<file path="config.mk">
export PLATFORM = sky130hd
export DESIGN_NAME = shi_top
export DESIGN_NICKNAME = d
export VERILOG_FILES = /design/src/shi_sync.v /design/src/shi_top.v
export VERILOG_INCLUDE_DIRS = /design/src /design/src/common
export SDC_FILE = /design/constraint.sdc
export NUM_CORES = 1
export LEC_CHECK = 0
export ABC_CLOCK_PERIOD_IN_PS = 4700
export BUFFER_PORTS_ARGS = -buffer_cell sky130_fd_sc_hd__buf_2
export CORE_ASPECT_RATIO = 1.4
export CORE_MARGIN = 2
export CORE_UTILIZATION = 40
export DETAILED_ROUTE_END_ITERATION = 6
export SLEW_MARGIN = 20
export SYNTH_ARGS = -nofsm -noshare
export SYNTH_HDL_FRONTEND = slang
export SYNTH_SLANG_ARGS = --single-unit
</file>
<file path="constraint.sdc">
create_clock -name clk_sys -period 4.7 [get_ports clk_sys]
set_input_delay 0 -clock clk_sys [delete_from_list [all_inputs] [get_ports clk_sys]]
set_output_delay 0 -clock clk_sys [all_outputs]
set_load 0.03 [all_outputs]
</file>
<file path="src/common/shi_map.vh">
// register map, command codes, field positions and timing constants
`ifndef SHI_MAP_VH
`define SHI_MAP_VH

// ----------------------------------------
// register offsets
// ----------------------------------------
`define SHI_REG_IF        8'h1A
`define SHI_REG_ODR       8'h1D
`define SHI_REG_CFG       8'h1F
`define SHI_REG_CMD       8'h7E

// ----------------------------------------
// command codes
// ----------------------------------------
`define SHI_CMD_FLUSH     8'hB0
`define SHI_CMD_SRST      8'hB6

// ----------------------------------------
// field positions
// ----------------------------------------
`define SHI_IIR_LSB       1
`define SHI_IIR_MSB       3
`define SHI_SPI3_BIT      0

// ----------------------------------------
// reset values and limits
// ----------------------------------------
`define SHI_ODR_RST       5'h00
`define SHI_ODR_MAX       5'h11
`define SHI_IIR_RST       3'h0
`define SHI_SPI3_RST      1'b0
`define SHI_I2C_ADDR_HI   6'h3B
`define SHI_PIN_RST       4'h7

// ----------------------------------------
// timing
// ----------------------------------------
`define SHI_BASE_PERIOD_MS 5
`define SHI_CLK_MHZ        100

`endif

</file>
<file path="src/shi_sync.v">
// three-stage pin synchroniser with agreement filter
`include "shi_map.vh"
module shi_sync (
  // clock and reset
  input  wire       clk_sys,
  input  wire       rstn,
  // raw pins and filtered levels
  input  wire [3:0] pin_async,
  output reg  [3:0] pin_q
);

  reg [3:0] s1;
  reg [3:0] s2;
  reg [3:0] s3;

  // ----------------------------------------
  // capture and filter
  // ----------------------------------------
  // a level counts only once stages two and three agree
  always @(posedge clk_sys or negedge rstn)
  begin
    if (!rstn)
    begin
      s1    <= `SHI_PIN_RST;
      s2    <= `SHI_PIN_RST;
      s3    <= `SHI_PIN_RST;
      pin_q <= `SHI_PIN_RST;
    end
    else
    begin
      s1    <= pin_async;
      s2    <= s1;
      s3    <= s2;
      pin_q <= (~(s2 ^ s3) & s3) | ((s2 ^ s3) & pin_q);
    end
  end

endmodule

</file>
<file path="src/shi_top.v">
// host interface and configuration registers of the pressure sensor
// Operation
// - rate code 0 gives 5 ms period, each step doubles it, up to code 0x11
// - filter code 000 bypasses, codes 001..111 give coefficients 1 to 127
// - command register always reads back as zero
// - queue-clear command empties the queue, leaves its settings alone
// - full reinit command returns all user settings to their defaults
// - device is only ever a slave on both serial interfaces
// - spi modes 00 and 11 accepted in both 4-wire and 3-wire wiring
// - multi-byte write is address and data pairs, each data stored at its address
// - multi-byte read starts at one address and increments after each byte
// - chip select high means i2c active, chip select low means spi
// - once chip select went low, i2c stays off until power-on reset
// - i2c slave serves standard, fast and high-speed transfers
// - i2c address has six fixed upper bits, lowest bit from select pin
// - answer at 0x76 with select pin low, 0x77 with it high
// - in i2c the clock pin is scl, data pin is sda pulled only low
// - spi first byte: top bit read flag, low seven bits the address
// - spi mode chosen from clock level just after chip select falls
// - i2c read: address written, restart or stop, then read until nack
// - spi read: one dummy byte follows the control byte before data
`include "shi_map.vh"

module shi_top #(
  parameter BASE_CYC = `SHI_BASE_PERIOD_MS * `SHI_CLK_MHZ * 1000
) (
  // clock and reset
  input  wire        clk_sys,
  input  wire        rstn,
  // serial pins
  input  wire        serial_clk_pin,
  input  wire        serial_data_pin_i,
  output reg         serial_data_pin_o,
  output reg         serial_data_pin_oe,
  input  wire        chip_select_pin,
  input  wire        address_select_pin_i,
  output reg         address_select_pin_o,
  output reg         address_select_pin_oe,
  // settings towards the measurement core
  output reg  [17:0] odr_prescale,
  output reg         sample_tick,
  output reg  [6:0]  iir_coef,
  output reg         iir_bypass,
  output reg         fifo_flush,
  output reg         cfg_reset,
  // interface status
  output reg         i2c_locked,
  output reg         spi_mode_11,
  output reg         spi3_mode
);

  localparam [2:0] I_IDLE = 3'h0;
  localparam [2:0] I_RX   = 3'h1;
  localparam [2:0] I_ACK  = 3'h2;
  localparam [2:0] I_TX   = 3'h3;
  localparam [2:0] I_MACK = 3'h4;

  localparam [1:0] R_SLV  = 2'h0;
  localparam [1:0] R_REG  = 2'h1;
  localparam [1:0] R_DAT  = 2'h2;

  // base counter is 20 bits, enough for the 5 ms base at 100 MHz
  localparam [31:0] BASE_LAST_W = BASE_CYC - 1;
  localparam [19:0] BASE_LAST   = BASE_LAST_W[19:0];

  wire [3:0] pin_q;
  wire       scl;
  wire       sda;
  wire       csn;
  wire       adsel;
  reg        scl_d;
  reg        sda_d;
  reg        csn_d;

  reg  [4:0]  odr_sel;
  reg  [2:0]  iir_sel;
  reg  [19:0] base_cnt;
  reg  [17:0] pre_cnt;

  reg  [2:0] i_st;
  reg  [1:0] i_role;
  reg  [3:0] i_cnt;
  reg  [7:0] i_sh;
  reg  [7:0] i_tx;
  reg  [7:0] i_ptr;
  reg        i_rw;
  reg        i_mack;
  reg        i_low;
  reg        i_wr;
  reg  [7:0] i_wa;
  reg  [7:0] i_wd;

  reg  [2:0] s_cnt;
  reg  [7:0] s_sh;
  reg  [7:0] s_tx;
  reg  [6:0] s_ptr;
  reg  [1:0] s_byte;
  reg        s_rw;
  reg        s_out;
  reg        s_drv;
  reg        s_wr;
  reg  [7:0] s_wa;
  reg  [7:0] s_wd;

  // ----------------------------------------
  // register read and write helpers
  // ----------------------------------------
  function [7:0] rd_reg;
    input [7:0] a;
    begin
      case (a)
        `SHI_REG_ODR: rd_reg = {3'h0, odr_sel};
        `SHI_REG_IF:  rd_reg = {7'h00, spi3_mode};
        `SHI_REG_CFG: rd_reg = {4'h0, iir_sel, 1'b0};
        `SHI_REG_CMD: rd_reg = 8'h00;
        default:      rd_reg = 8'h00;
      endcase
    end
  endfunction

  // rate codes above the top entry saturate
  function [4:0] odr_sat;
    input [7:0] v;
    begin
      odr_sat = (v > {3'h0, `SHI_ODR_MAX}) ? `SHI_ODR_MAX : v[4:0];
    end
  endfunction

  // ----------------------------------------
  // pin sampling and edges
  // ----------------------------------------
  // oversampled pins, all i2c speeds
  shi_sync u_sync (
    .clk_sys   (clk_sys),
    .rstn      (rstn),
    .pin_async ({address_select_pin_i, chip_select_pin, serial_data_pin_i, serial_clk_pin}),
    .pin_q     (pin_q)
  );

  assign scl   = pin_q[0];
  assign sda   = pin_q[1];
  assign csn   = pin_q[2];
  assign adsel = pin_q[3];

  wire scl_rise = scl & ~scl_d;
  wire scl_fall = ~scl & scl_d;
  wire cs_fall  = ~csn & csn_d;
  wire i2c_en    = ~i2c_locked & csn;
  wire i2c_start = i2c_en & scl & scl_d & sda_d & ~sda;
  wire i2c_stop  = i2c_en & scl & scl_d & ~sda_d & sda;

  wire [7:0] i_rd = rd_reg(i_ptr);
  wire [7:0] s_nb = {s_sh[6:0], sda};

  always @(posedge clk_sys or negedge rstn)
  begin
    if (!rstn)
    begin
      scl_d       <= 1'b1;
      sda_d       <= 1'b1;
      csn_d       <= 1'b1;
      i2c_locked  <= 1'b0;
      spi_mode_11 <= 1'b0;
    end
    else
    begin
      scl_d <= scl;
      sda_d <= sda;
      csn_d <= csn;
      // a low select at any time locks i2c out until reset
      if (!csn)
        i2c_locked <= 1'b1;
      if (cs_fall)
        spi_mode_11 <= scl;
    end
  end

  // ----------------------------------------
  // configuration registers and commands
  // ----------------------------------------
  wire       wr_go = i_wr | s_wr;
  wire [7:0] wr_a  = i_wr ? i_wa : s_wa;
  wire [7:0] wr_d  = i_wr ? i_wd : s_wd;

  always @(posedge clk_sys or negedge rstn)
  begin
    if (!rstn)
    begin
      odr_sel    <= `SHI_ODR_RST;
      iir_sel    <= `SHI_IIR_RST;
      spi3_mode  <= `SHI_SPI3_RST;
      fifo_flush <= 1'b0;
      cfg_reset  <= 1'b0;
    end
    else
    begin
      fifo_flush <= 1'b0;
      cfg_reset  <= 1'b0;
      if (wr_go)
      begin
        case (wr_a)
          `SHI_REG_ODR: odr_sel   <= odr_sat(wr_d);
          `SHI_REG_IF:  spi3_mode <= wr_d[`SHI_SPI3_BIT];
          `SHI_REG_CFG: iir_sel   <= wr_d[`SHI_IIR_MSB:`SHI_IIR_LSB];
          `SHI_REG_CMD:
          begin
            if (wr_d == `SHI_CMD_FLUSH)
              fifo_flush <= 1'b1;
            else if (wr_d == `SHI_CMD_SRST)
            begin
              odr_sel   <= `SHI_ODR_RST;
              iir_sel   <= `SHI_IIR_RST;
              spi3_mode <= `SHI_SPI3_RST;
              cfg_reset <= 1'b1;
            end
          end
          default:
          begin
          end
        endcase
      end
    end
  end

  // ----------------------------------------
  // rate and filter decode, sample timer
  // ----------------------------------------
  // timer is not restarted on a rate change; a prescale already passed ticks at the next base wrap
  always @(posedge clk_sys or negedge rstn)
  begin
    if (!rstn)
    begin
      odr_prescale <= 18'h0_0001;
      iir_coef     <= 7'h00;
      iir_bypass   <= 1'b1;
      base_cnt     <= 20'h0_0000;
      pre_cnt      <= 18'h0_0000;
      sample_tick  <= 1'b0;
    end
    else
    begin
      odr_prescale <= 18'h0_0001 << odr_sel;
      // coefficient two to the code minus one
      iir_coef     <= (7'h01 << iir_sel) - 7'h01;
      iir_bypass   <= (iir_sel == 3'h0);
      sample_tick  <= 1'b0;
      if (base_cnt == BASE_LAST)
      begin
        base_cnt <= 20'h0_0000;
        if (pre_cnt >= odr_prescale - 18'h0_0001)
        begin
          pre_cnt     <= 18'h0_0000;
          sample_tick <= 1'b1;
        end
        else
          pre_cnt <= pre_cnt + 18'h0_0001;
      end
      else
        base_cnt <= base_cnt + 20'h0_0001;
    end
  end

  // ----------------------------------------
  // i2c slave
  // ----------------------------------------
  always @(posedge clk_sys or negedge rstn)
  begin
    if (!rstn)
    begin
      i_st   <= I_IDLE;
      i_role <= R_SLV;
      i_cnt  <= 4'h0;
      i_sh   <= 8'h00;
      i_tx   <= 8'h00;
      i_ptr  <= 8'h00;
      i_rw   <= 1'b0;
      i_mack <= 1'b0;
      i_low  <= 1'b0;
      i_wr   <= 1'b0;
      i_wa   <= 8'h00;
      i_wd   <= 8'h00;
    end
    else
    begin
      i_wr <= 1'b0;
      if (!i2c_en)
      begin
        i_st  <= I_IDLE;
        i_low <= 1'b0;
      end
      else if (i2c_start)
      begin
        i_st   <= I_RX;
        i_role <= R_SLV;
        i_cnt  <= 4'h0;
        i_low  <= 1'b0;
      end
      else if (i2c_stop)
      begin
        i_st  <= I_IDLE;
        i_low <= 1'b0;
      end
      else
      begin
        case (i_st)
          I_RX:
          begin
            if (scl_rise)
            begin
              i_sh  <= {i_sh[6:0], sda};
              i_cnt <= i_cnt + 4'h1;
            end
            else if (scl_fall && i_cnt == 4'h8)
            begin
              i_cnt <= 4'h0;
              case (i_role)
                R_SLV:
                begin
                  // fixed upper bits, pin low bit
                  if (i_sh[7:1] == {`SHI_I2C_ADDR_HI, adsel})
                  begin
                    i_rw  <= i_sh[0];
                    i_low <= 1'b1;
                    i_st  <= I_ACK;
                  end
                  else
                    i_st <= I_IDLE;
                end
                R_REG:
                begin
                  i_ptr <= i_sh;
                  i_low <= 1'b1;
                  i_st  <= I_ACK;
                end
                default:
                begin
                  i_wa  <= i_ptr;
                  i_wd  <= i_sh;
                  i_wr  <= 1'b1;
                  i_low <= 1'b1;
                  i_st  <= I_ACK;
                end
              endcase
            end
          end
          I_ACK:
          begin
            if (scl_fall)
            begin
              if (i_role == R_SLV && i_rw)
              begin
                i_tx  <= {i_rd[6:0], 1'b0};
                i_low <= ~i_rd[7];
                i_st  <= I_TX;
              end
              else
              begin
                i_low  <= 1'b0;
                i_st   <= I_RX;
                i_role <= (i_role == R_REG) ? R_DAT : R_REG;
              end
            end
          end
          I_TX:
          begin
            if (scl_rise)
              i_cnt <= i_cnt + 4'h1;
            else if (scl_fall)
            begin
              if (i_cnt == 4'h8)
              begin
                i_ptr <= i_ptr + 8'h01;
                i_low <= 1'b0;
                i_cnt <= 4'h0;
                i_st  <= I_MACK;
              end
              else
              begin
                i_low <= ~i_tx[7];
                i_tx  <= {i_tx[6:0], 1'b0};
              end
            end
          end
          I_MACK:
          begin
            if (scl_rise)
              i_mack <= ~sda;
            else if (scl_fall)
            begin
              if (i_mack)
              begin
                i_tx  <= {i_rd[6:0], 1'b0};
                i_low <= ~i_rd[7];
                i_st  <= I_TX;
              end
              else
                i_st <= I_IDLE;
            end
          end
          default: i_st <= I_IDLE;
        endcase
      end
    end
  end

  // ----------------------------------------
  // spi slave
  // ----------------------------------------
  // sampling on rising and driving on falling edges suits both modes
  always @(posedge clk_sys or negedge rstn)
  begin
    if (!rstn)
    begin
      s_cnt  <= 3'h0;
      s_sh   <= 8'h00;
      s_tx   <= 8'h00;
      s_ptr  <= 7'h00;
      s_byte <= 2'h0;
      s_rw   <= 1'b0;
      s_out  <= 1'b0;
      s_drv  <= 1'b0;
      s_wr   <= 1'b0;
      s_wa   <= 8'h00;
      s_wd   <= 8'h00;
    end
    else
    begin
      s_wr <= 1'b0;
      if (csn)
      begin
        s_cnt  <= 3'h0;
        s_byte <= 2'h0;
        s_drv  <= 1'b0;
      end
      else if (scl_rise)
      begin
        s_sh  <= s_nb;
        s_cnt <= s_cnt + 3'h1;
        if (s_cnt == 3'h7)
        begin
          case (s_byte)
            2'h0:
            begin
              s_rw   <= s_nb[7];
              s_ptr  <= s_nb[6:0];
              s_byte <= 2'h1;
            end
            2'h1:
            begin
              if (s_rw)
              begin
                s_tx   <= rd_reg({1'b0, s_ptr});
                s_byte <= 2'h2;
              end
              else
              begin
                s_wa   <= {1'b0, s_ptr};
                s_wd   <= s_nb;
                s_wr   <= 1'b1;
                s_byte <= 2'h0;
              end
            end
            default:
            begin
              s_ptr <= s_ptr + 7'h01;
              s_tx  <= rd_reg({1'b0, s_ptr + 7'h01});
            end
          endcase
        end
      end
      else if (scl_fall)
      begin
        s_out <= s_tx[7];
        s_tx  <= {s_tx[6:0], 1'b0};
        if (s_rw && s_byte == 2'h2)
          s_drv <= 1'b1;
      end
    end
  end

  // ----------------------------------------
  // pin drivers
  // ----------------------------------------
  // pins driven only in answer to the host
  always @(posedge clk_sys or negedge rstn)
  begin
    if (!rstn)
    begin
      serial_data_pin_o     <= 1'b0;
      serial_data_pin_oe    <= 1'b0;
      address_select_pin_o  <= 1'b0;
      address_select_pin_oe <= 1'b0;
    end
    else
    begin
      serial_data_pin_o     <= i_low ? 1'b0 : s_out;
      serial_data_pin_oe    <= i_low | (spi3_mode & s_drv);
      address_select_pin_o  <= s_out;
      address_select_pin_oe <= ~spi3_mode & s_drv;
    end
  end

endmodule

</file>
Word-level counts from Yosys, hierarchy flattened:

Cells that the tools add are included.

* bitwise operators: 34
* order comparisons: 2
* mux-type cells: 118
* add/sub/neg operators: 8
* equal/unequal tests: 60
* shift operators: 2
* reduce and logical (&&, ||, !) cells: 42

Operator list (number)
* $mux 8: 20
* $eq 8x5->1 const B: 6
* $mux 3: 16
* $ne 5x5->1 const B: 9
* $pmux 5 s3: 3
* $mux 1: 43
* $eq 7x5->1 const B: 6
* $ne 2x2->1 const B: 17
* $pmux 8 s2: 2
* $mux 4: 7
* $mux 2: 13
* $reduce_and 5->1: 5
* $pmux 8 s3: 1
* $reduce_bool 2->1: 11
* $add 20x1->20 const B: 1
* $eq 20x19->1 const B: 1
* $mux 20: 1
* $reduce_and 10->1: 2
* $reduce_and 4->1: 5
* $add 18x1->18 const B: 1
* $ge 18x18->1: 1
* $mux 18: 1
* $shl 1x5->18 const A: 1
* $sub 18x1->18 const B: 1
* 49 further kinds: 92

* word-level logic and storage cells: 313
* bits in registers: 200
* input port bits: 6
* output and inout bits: 36

Depth between registers and ports, before layout:

Gate-level depths: netlist (run 1).

* depth after elaboration: 9
* mapped depth: 14
* depth with buffers taken out: 13

Hierarchy:

From an unflattened synthesis (run 1), not the netlist that was laid out.

* cell total of the unflattened synthesis: 991
* area total of the unflattened synthesis: 10040.9 um^2

By module, submodules not included
* shi_top: seq. area each 4585.6 um^2, instances 1, area an instance 9580.4 um^2, cells each 971
* shi_sync: seq. area each 415.4 um^2, instances 1, area an instance 460.4 um^2, cells each 20

Least setup slack after synthesis (run 1):

No wires, ideal clock.

* path type: reg-to-reg
* start point: register odr_prescale[5]
* end point: register pre_cnt[4]
* setup time: 0.121 ns
* cell stages (with the launch flop): 13
* period minus slack after synthesis: 3.536 ns
* path buffers: 1
* data arrival time: 3.415 ns
* data required time: 4.579 ns
* setup slack: 1.164 ns
* cell sequence: dfrtp_1 -> or4_1 -> nor2_1 -> nand2_1 -> nor3_1 -> or3b_1 -> xor2_1 -> ha_1 -> nand4_1 -> o21ai_1 -> clkbuf_1 -> o31ai_1 -> a22o_1

* longest elaborated chain between the ends: 3

Ends and longest elaborated chain
* from (decl): line shi_top.v:40 `output reg [17:0] odr_prescale,`
* from (signal assigned): line shi_top.v:242 `odr_prescale <= 18'h0_0001 << odr_sel;`
* $sub 18x1->18: line shi_top.v:250 `if (pre_cnt >= odr_prescale - 18'h0_0001)`
* $ge 18x18->1: line shi_top.v:250
* $mux 18: line shi_top.v:250
* to (signal assigned): line shi_top.v:256 `pre_cnt <= pre_cnt + 18'h0_0001;`
* to (decl): line shi_top.v:78 `reg [17:0] pre_cnt;`

Every way passes these cells.
A chain may end at the register's enable or synchronous reset.

Final worst setup path (run 1):

* start point: register odr_prescale[5]
* end point: register pre_cnt[2]

Same word-level chain as after synthesis.

==> results of run 1 <==
[registers in the layout (all words and copies together), names as in the netlist, 8 cells and up, named ones only]
signal / flops
base_cnt: 20
i_ptr: 8
i_sh: 8
i_wa: 8
i_wd: 8
odr_prescale: 18
pre_cnt: 18
s_tx: 8
s_wd: 8
[report_power, final]
| group | switching (µW) | internal, µW | leakage (µW) |
|---|---|---|---|
| combinational | 82.3 | 57.0 | 0.00219 |
| clock | 681 | 815 | 0.000291 |
| sequential | 49.1 | 1760 | 0.00268 |
[worst min path at each step]
stage                                     from      endpoint  slack (ns)  cells after the start
after global routing      address_select_pin_i  u_sync.s1[3]        0.19                      2
after CTS                      chip_select_pin  u_sync.s1[2]        0.17                      2
final                                     rstn  base_cnt[19]        0.19                      2
after detailed placement       chip_select_pin  u_sync.s1[2]        0.11                      1
after floorplan                           rstn     async pin       -0.30                      0
after global placement          serial_clk_pin  u_sync.s1[0]        0.11                      1
[placed cells by master, fill, tap and decap left out, drive strengths merged, types with 11 or more instances in the layout]
master,netlist,final
xor2,20,20
o21ai,58,58
nor2b,24,24
nand2b,11,11
and2,11,11
dfstp,17,17
ha,35,35
mux2,52,52
buf,13,48
nor4,15,15
clkbuf,30,19
nor2,77,77
and3,12,12
nand3,31,31
a21oi,47,47
nand4,12,12
o31ai,17,17
nand2,96,96
dfrtp,182,182
inv,34,38
nor3,35,35
a22o,27,27
xnor2,17,17
[stage by stage]
step,hold WS (ns),setup slack (ns),power (µW)
5_1_grt,0.193,0.757,3590
6_report,0.193,1.07,3450
3_5_place_dp,0.106,1.10,1990
3_3_place_gp,0.105,1.13,1980
2_1_floorplan,-0.296,1.16,1910
4_1_cts,0.173,1.07,3500
[cell families (layout without fill, tap and decap cells)]
logic type,count (synthesis),count (layout),synth area share [%]
compound gates,205,205,13.8
xor+xnor,37,37,3.20
fa+ha+maj,39,39,4.71
buf+inv,78,121,3.17
flops,199,199,49.3
mux,61,61,6.85
simple gates,372,372,18.9
[metal layers]
layer / vias up / wire (µm) / track usage (%)
met1: 3634 / 9710 / 21.2
met5: - / 0 / 0
li1: 3612 / - / -
met3: 43 / 548 / 2.75
met4: 0 / 726 / 7.65
met2: 117 / 12000 / 31.9
[synthesized netlist by cell type (all sizes together), types with 4 or more instances]
cell type	n	share of area, %
buf	13	0.75
and3	12	0.74
ha	35	4.3
a32oi	7	0.60
nor2b	24	1.5
nand3	31	1.5
a21o	5	0.37
maj3	4	0.39
dfrtp	182	45
mux2i	9	0.89
o21ai	58	2.9
or3	8	0.49
nor4	15	1.0
a22o	27	2.3
nor2	77	2.9
o22ai	4	0.25
nor3	35	1.8
a21oi	47	2.3
or4	7	0.56
or2	7	0.43
xor2	20	1.7
xnor2	17	1.5
nand2	96	3.6
o31ai	17	1.3
o21a	5	0.37
nor3b	5	0.47
inv	34	1.3
dfstp	17	4.4
and3b	5	0.43
nand4	12	0.74
mux2	52	6.0
and2	11	0.68
nand2b	11	0.68
nor4b	4	0.35
a31oi	7	0.43
clkbuf	30	1.1
[final cells by class]
class | count | area (µm²) | share of cell area [%]
multi-input cells | 714 | 4820 | 42.7
well taps | 315 | 394 | 3.49
inverters | 35 | 131 | 1.16
repair buffers | 54 | 324 | 2.87
flip-flops and latches | 199 | 5000 | 44.3
clock buffers | 18 | 439 | 3.89
clock inverters | 14 | 170 | 1.51
[worst register-to-register path, stage by stage, from the launching register on]
cell and delay [ns]:
dfrtp_1 0.40, or4_1 0.54, nor2_1 0.17, nand2_1 0.13, nor3_1 0.31, or3b_1 0.40
xor2_1 0.16, ha_1 0.29, nand4_1 0.12, nor2_1 0.06, o41a_1 0.16, nor3b_2 0.41
buf_4 0.25, a22o_1 0.16
==> results.json, run 1 <==
{
  "async_flop_share_pct": 100,
  "grt_overflow": 0,
  "pin_count": 42,
  "gp_congestion": 0.828,
  "cts_hold_buffers": 5,
  "initial_utilization_pct": 40.9,
  "cts_max_level": 4,
  "r2r_slack_ns": 1.07,
  "placed_cells": 1312,
  "design_area_um2": 11300,
  "final_max_slew_viol_count": 0,
  "routed_wirelength_um": 23000,
  "cp_num_cells": 13,
  "utilization_pct": 45.6,
  "synth_area_um2": 10100,
  "grt_pass1_vias": 7301,
  "worstPathArrival_ns": 4.00,
  "r2r_start": "odr_prescale[5]",
  "drt-wirelength-per-cell_um": 17.0,
  "nets": 1062,
  "ant_nets": 0,
  "dr.pass1.iters": 5,
  "fill_cells": 2357,
  "port_buffers": 41,
  "setup_viol": 0,
  "max_stage_delay_ns": 0.54,
  "ys_seq_area_share_pct": 49.3,
  "rsz0062_at_grt": "false",
  "powerDensity_nw_per_um2": 306,
  "path_cells": "or4_1 > nor2_1 > nand2_1 > nor3_1 > or3b_1 > xor2_1 > ha_1 > nand4_1 > nor2_1 > o41a_1 > nor3b_2 > buf_4 > a22o_1",
  "drc": 0,
  "synth_edf_count": 0,
  "viasPerCell": 5.49,
  "power.leakage_uw": 0.00516,
  "postCtsSetupBuffers": 0,
  "drv_cap": 0,
  "worst_setup_path_end_kind": "flop",
  "via_count": 7406,
  "insertion_delay_ns": 0.44,
  "finalHoldViolCount": 0,
  "core-area_um2": 24800,
  "cts_buffers": 17,
  "path_max_fanout": 8,
  "synth_cell_types": 77,
  "synth_seq_cells": 199,
  "hp-class": "primary input to async pin",
  "finClkSkew_ns": 0.00735,
  "worstReg2RegEnd": "pre_cnt[2]",
  "die-area_um2": 26700,
  "worstRegToRegCells": 13,
  "path_buf_inv": 1,
  "worst_pin_slew_ns": 0.978,
  "grt_max_degree": 101,
  "drtIter0Drc": 398,
  "cts_tree": "done",
  "synth_area_per_cell_um2": 10.2,
  "dpl-instance-area_um2": 10600,
  "slew_headroom_pct": 33.9,
  "ys_warn_count": 0,
  "finalSetupTns_ns": 0,
  "rows": 68,
  "clock_sinks": 199,
  "startpoint_type": "flop",
  "antenna_found_initial": 0,
  "ir_worst_vdd_mv": 0.246,
  "fmax_mhz": 276,
  "crit_type": "flop to flop",
  "critPathSlowestCell": "or4_1",
  "path_delay_family": "simple AND/OR/NAND/NOR gates",
  "crit_end": "pre_cnt[2]",
  "ctsResizeCount": 0,
  "crit_required_ns": 5.07,
  "finalCriticalPeriod_ns": 3.63,
  "gr-usage-all-layers_pct": 17.8,
  "clkTransAtPathRegs_ns": 0.07,
  "antenna_cells": 0,
  "outcome": "complete, no violations",
  "synth_nets": 1032,
  "ctsRootBufferMaster": "clkbuf_16",
  "synthCells": 991,
  "die_w_um": 139,
  "finalCritPeriodShare_pct": 77.2,
  "area_growth_pct": 11.2,
  "cp-startpoint": "odr_prescale[5]",
  "cp_common_cell": "nor2_1",
  "ctsLongestPathBuffers": 2,
  "final_cell_count_no_fill": 1349,
  "dp_hpwl_um": 16700,
  "ys.flop_type": "dfrtp_1",
  "die_h_um": 192,
  "drive_gt1_share_pct": 16.2,
  "grt_pass1_wl_um": 37800
}
Power figures use the tool's default switching activity.
==> inputs of run 2 (changes only) <==
ABC_AREA = 1   (was default)
ABC_CLOCK_PERIOD_IN_PS = 3100   (was 4700)
clock period = 3.1 ns   (was 4.7 ns; I/O delays follow)
==> results.json, run 2 <==
{
  "synth_compound_area_share_pct": 9.62,
  "fmax_mhz": 345,
  "synth_adder_area_share_pct": 4.58,
  "dp_hpwl_um": 19200,
  "worst_pin_slew_ns": 0.726,
  "fill_cells": 2545,
  "synthXorXnorAreaFrac_pct": 3.35,
  "powerDensity_nw_per_um2": 447,
  "async_flop_share_pct": 100,
  "die_h_um": 195,
  "synth_seq_cells": 199,
  "ctsLongestPathBuffers": 2,
  "synth_area_um2": 10400,
  "ant_nets": 0,
  "worstRegToRegCells": 21,
  "ys_warn_count": 0,
  "drc": 0,
  "gr-usage-all-layers_pct": 19.2,
  "reg.largest.list": "base_cnt x20, odr_prescale x18, pre_cnt x18",
  "path_max_fanout": 5,
  "multi_input_area_um2": 4750,
  "clock_sinks": 199,
  "synthCells": 1298,
  "finClkSkew_ns": 0.0132,
  "clkTransAtPathRegs_ns": 0.07,
  "antenna_found_initial": 0,
  "grt_overflow": 0,
  "regArea_um2": 5000,
  "crit_type": "flop to flop",
  "design_area_um2": 11900,
  "yosys.area.top_type": "dfrtp_1",
  "pin_count": 42,
  "drive_gt1_share_pct": 12.8,
  "worst_setup_path_end_kind": "flop",
  "synth_edf_count": 0,
  "cts_buffers": 17,
  "ir_worst_vdd_mv": 0.364,
  "layout_common_cells": "nand2_1, dfrtp_1, inv_1, nor2_1, o21ai_0",
  "routed_wirelength_um": 25100,
  "cp-startpoint": "odr_prescale[1]",
  "r2r_start": "odr_prescale[1]",
  "rsz0062_at_grt": "true",
  "ys.flop_type": "dfrtp_1",
  "synth_cell_types": 53,
  "synth.top_cells.by_area": "dfrtp_1, nand2_1, inv_1",
  "startpoint_type": "flop",
  "hp-class": "primary input to async pin",
  "core-area_um2": 25900,
  "synth_top_family_by_area": "simple AND/OR/NAND/NOR gates",
  "antenna_cells": 0,
  "grtUsageMet1_pct": 21.3,
  "setup_slack_ns": 0.200,
  "ctsRootBufferMaster": "clkbuf_16",
  "die-area_um2": 27400,
  "r2r_slack_ns": 0.20,
  "grt_util_met2_pct": 36.1,
  "crit_required_ns": 3.43,
  "cts_max_level": 4,
  "nets": 1407,
  "grt_pass1_wl_um": 42300,
  "ys_seq_area_share_pct": 47.9,
  "finalHoldViolCount": 0,
  "finalCriticalPeriod_ns": 2.90,
  "yosysMostFrequentCell": "nand2_1",
  "top_register": "base_cnt",
  "port_buffers": 41,
  "synth-simple-area-share_pct": 27.2,
  "drt-wirelength-per-cell_um": 14.8,
  "worstReg2RegEnd": "pre_cnt[9]",
  "dpl-instance-area_um2": 11100,
  "slew_headroom_pct": 51.6,
  "rows": 70,
  "power.leakage_uw": 0.00581,
  "cts_tree": "done",
  "largest_register_ffs": 20,
  "area_growth_pct": 13.7,
  "final_max_slew_viol_count": 0,
  "synth_area_per_cell_um2": 8.05,
  "dr.pass1.iters": 5,
  "synth_nets": 1339,
  "dp_slack_ns": -0.0257,
  "worstPathArrival_ns": 3.23,
  "synthDominantCellAreaShare_pct": 43.6,
  "synthMuxAreaShare_pct": 0,
  "grt_use_met3_pct": 2.87,
  "via_count": 8505,
  "grt_pass1_vias": 8685,
  "viasPerCell": 4.99,
  "initial_utilization_pct": 40.3,
  "gp_congestion": 0.917,
  "outcome": "complete, no violations",
  "top_usage_layer": "met2",
  "finalCritPeriodShare_pct": 93.6,
  "drtIter0Drc": 430,
  "drv_cap": 0,
  "die_w_um": 141,
  "ys_top_cells_by_count": "nand2_1, dfrtp_1, inv_1, nor2_1, o21ai_0",
  "insertion_delay_ns": 0.44,
  "final_common_cell": "nand2_1",
  "setup_viol": 0,
  "grt_max_degree": 90
}
## run 2: cell types whose count changed in the layout (fill, tap and decap cells not counted), moves of 20 or more
cell     delta
mux2_2     -47
buf_4      +20
nand2_1   +242
o21ai_1    +31
nand3_1    +39
nor2b_1    -24
nor2_1     +41
o21ai_0    +22
inv_1     +121
a22o_1     -25
## run 2: cell families (layout without fill, tap and decap cells)
| family | Yosys count | after routing |
|---|---|---|
| compound gates | 180 | 180 |
| xor+xnor | 40 | 40 |
| fa+ha+maj | 39 | 39 |
| buf+inv | 193 | 274 |
| flops | 199 | 199 |
| simple gates | 647 | 647 |
## run 2: worst max path at each step
stage | endpoint | slack, ns
final | pre_cnt[9] | 0.20
after global routing | pre_cnt[10] | -0.06
after CTS | pre_cnt[9] | 0.02
after detailed placement | pre_cnt[5] | -0.03
after global placement | pre_cnt[5] | 0.09
after floorplan | pre_cnt[5] | 0.08
## run 2: cell type report
| class | count | share of cell area, % |
|---|---|---|
| repair buffers | 75 | 4.16 |
| clock buffers | 26 | 4.57 |
| flip-flops and latches | 199 | 42.1 |
| clock inverters | 6 | 0.453 |
| inverters | 167 | 5.32 |
| multi-input cells | 906 | 40.0 |
| well taps | 324 | 3.41 |
## run 2: stage by stage
| step | cells | total power [µW] | util (%) | TNS (ns) | hold slack [ns] |
|---|---|---|---|---|---|
| 5_1_grt | 1703 | 5530 | 45.8 | -0.378 | 0.184 |
| 4_1_cts | 1697 | 5390 | 45.3 | 0 | 0.176 |
| 3_3_place_gp | 1660 | 3130 | 42.8 | 0 | 0.105 |
| 6_report | 1703 | 5310 | 45.8 | 0 | 0.175 |
| 3_5_place_dp | 1660 | 3140 | 42.8 | -0.127 | 0.106 |
| 2_1_floorplan | 1298 | 2990 | - | 0 | -0.296 |
## run 2: report_power, final
group          total, µW  leakage [µW]  internal [µW]  switching (µW)
Combinational        304       0.00285           88.7             215
Clock               2220      0.000295           1230             988
Sequential          2790       0.00267           2720            66.8
## run 2: metal layers
layer | vias up | wire, µm | part of all wire (%)
met2 | 122 | 13500 | 54
met5 | - | 0 | 0
met1 | 4000 | 10200 | 41
li1 | 4332 | - | -
met4 | 0 | 809 | 3.2
met3 | 51 | 596 | 2.4
## run 2: critical path, cell delays in order, from the launching register on
cell	delay, ns
dfrtp_1	0.41
inv_1	0.08
ha_2	0.20
nand2_2	0.09
nor2_4	0.13
nand3_2	0.08
nor2_1	0.09
nand2_1	0.08
buf_4	0.15
o21ai_1	0.11
inv_1	0.06
ha_1	0.26
nand2_1	0.05
inv_1	0.11
nand2_4	0.07
nor3_4	0.12
nand4_1	0.13
nand4_1	0.26
buf_4	0.19
nor2_1	0.04
nand2_1	0.05
nand2_1	0.04
## run 2: repair_timing
item,4_1_cts,5_1_grt
gates resized for setup,1,23
endpoints found under the setup margin,8,19
hold endpoints to repair,88,0
pin swaps,1,7
hold buffers,5,0
gates cloned,0,0
setup buffers,0,6
==> inputs of run 3 (changes only) <==
ABC_AREA = 0   (was 1)
==> results.json, run 3 (synthesis gave the netlist of run 1 again) <==
{
  "outcome": "complete, but fails checks",
  "violations": "negative setup slack",
  "ctsRootBufferMaster": "clkbuf_16",
  "crit_end": "pre_cnt[3]",
  "powerDensity_nw_per_um2": 443,
  "die_h_um": 192,
  "drtIter0Drc": 439,
  "crit_type": "flop to flop",
  "startpoint_type": "flop",
  "gp_congestion": 0.836,
  "nets": 1093,
  "core-area_um2": 24800,
  "drive_gt1_share_pct": 20.3,
  "largest_register_ffs": 20,
  "grt_max_degree": 85,
  "cp-startpoint": "odr_prescale[3]",
  "antenna_found_initial": 0,
  "cts_max_level": 4,
  "slew_headroom_pct": 53.0,
  "m1WireLength_um": 9920,
  "routed.top_layer": "met4",
  "worstPathArrival_ns": 3.73,
  "initial_utilization_pct": 40.9,
  "worstRegToRegCells": 15,
  "drv_cap": 0,
  "grt_pass1_vias": 7602,
  "grt_pass1_wl_um": 39000,
  "rows": 68,
  "clock_sinks": 199,
  "antenna_cells": 0,
  "final_max_slew_viol_count": 0,
  "wl_met2_um": 12200,
  "setup_viol": 19,
  "via_count": 7529,
  "top_register": "base_cnt",
  "worstReg2RegEnd": "pre_cnt[3]",
  "whs_ns": 0.151,
  "layout_common_cells": "dfrtp_1, nand2_1, nor2_1, o21ai_0, mux2_2",
  "finalCritPeriodShare_pct": 108,
  "r2r_slack_ns": -0.26,
  "port_buffers": 41,
  "final_common_cell": "dfrtp_1",
  "finClkSkew_ns": 0.00784,
  "cts_tree": "done",
  "viasPerCell": 5.46,
  "drc": 0,
  "hp-class": "primary input to async pin",
  "finalSetupTns_ns": -3.82,
  "die_w_um": 139,
  "ctsLongestPathBuffers": 2,
  "area_growth_pct": 14.6,
  "reg.largest.list": "base_cnt x20, odr_prescale x18, pre_cnt x18",
  "r2r_start": "odr_prescale[3]",
  "finalHoldViolCount": 0,
  "gr-usage-all-layers_pct": 18.3,
  "setup_slack_ns": -0.261,
  "routed_wirelength_um": 23300,
  "ant_nets": 0,
  "fill_cells": 2362,
  "wl_met3_um": 617,
  "pin_count": 42,
  "grt_overflow": 0,
  "ir_worst_vdd_mv": 0.373,
  "drt-wirelength-per-cell_um": 16.9,
  "insertion_delay_ns": 0.44,
  "worst_setup_path_end_kind": "flop",
  "die-area_um2": 26700,
  "dr.pass1.iters": 5,
  "power.leakage_uw": 0.00533,
  "crit_required_ns": 3.47,
  "cts_buffers": 17,
  "dp_hpwl_um": 17100,
  "rsz0062_at_grt": "true",
  "clkTransAtPathRegs_ns": 0.07,
  "path_max_fanout": 6,
  "finalCriticalPeriod_ns": 3.36,
  "fmax_mhz": 298,
  "worst_pin_slew_ns": 0.703
}
-- run 3: cell count changes in the layout (fill, tap and decap cells not counted), moves of 14 or more --
cell     change
a21oi_1     +14
a22o_1      +25
inv_1      -121
mux2_2      +47
nand2_1    -243
nand3_1     -39
nand4_1     -19
nor2_1      -42
nor2b_1     +24
o21ai_0     -24
o21ai_1     -30
o31ai_1     +14
-- run 3: worst max-delay path, stage by stage, from the launching register on --
cell and delay, ns:
dfrtp_2 0.41, or4_4 0.57, nor2_4 0.15, nand2_4 0.08
or3_4 0.36, nor3_4 0.16, xnor2_2 0.08, ha_1 0.33
a21oi_2 0.13, nor2_1 0.06, a211oi_2 0.17, o21ai_2 0.09
buf_4 0.14, nor3b_4 0.27, buf_6 0.16, a22o_1 0.13
-- run 3: worst min path at each step --
stage          slack (ns)      endpoint  depth (start not counted)               from
2_1_floorplan       -0.30     async pin                          0               rstn
3_3_place_gp         0.09   pre_cnt[10]                          1               rstn
3_5_place_dp          0.1   pre_cnt[10]                          1               rstn
4_1_cts              0.17  u_sync.s1[1]                          2  serial_data_pin_i
5_1_grt              0.19  u_sync.s1[0]                          2     serial_clk_pin
6_report             0.15    pre_cnt[9]                          2               rstn
-- run 3: cell type report --
class | instances | area [µm²] | area share (%)
repair buffers | 85 | 597 | 5.14
clock inverters | 14 | 143 | 1.23
clock buffers | 18 | 429 | 3.69
flip-flops and latches | 199 | 5000 | 43.1
inverters | 35 | 131 | 1.13
multi-input cells | 714 | 4920 | 42.3
well taps | 315 | 394 | 3.39
-- run 3: power breakdown --
part           leakage, µW  switching (µW)  total (µW)  internal, µW
Sequential         0.00268            73.6        2740          2670
Clock             0.000280            1050        2180          1130
Combinational      0.00238             129         221          92.8
Total              0.00533            1250        5150          3900
-- run 3: what timing repair did --
item	CTS	global route
pin swaps	4	9
buffers inserted	5	1
setup endpoints to repair	19	19
gates resized for setup	11	10
hold endpoints to repair	84	0
hold buffers	5	0
-- run 3: through the flow --
step | utilization [%] | total power (µW) | instance area [µm²] | cells | worst slack, ns
after floorplan | - | 2890 | 10200 | 991 | -0.178
after global placement | 43.9 | 3010 | 10900 | 1337 | -0.543
after detailed placement | 43.9 | 3010 | 10900 | 1337 | -0.643
after CTS | 46.7 | 5220 | 11600 | 1379 | -0.236
after global routing | 46.9 | 5360 | 11600 | 1380 | -0.436
final | 46.9 | 5150 | 11600 | 1380 | -0.261
-- run 3: routing by layer --
layer  global-route usage (%)  vias to the layer above
met2                     33.2                      113
met3                     2.90                       34
met4                     6.95                        0
met5                        0                        -
li1                         -                     3671
met1                     21.9                     3711
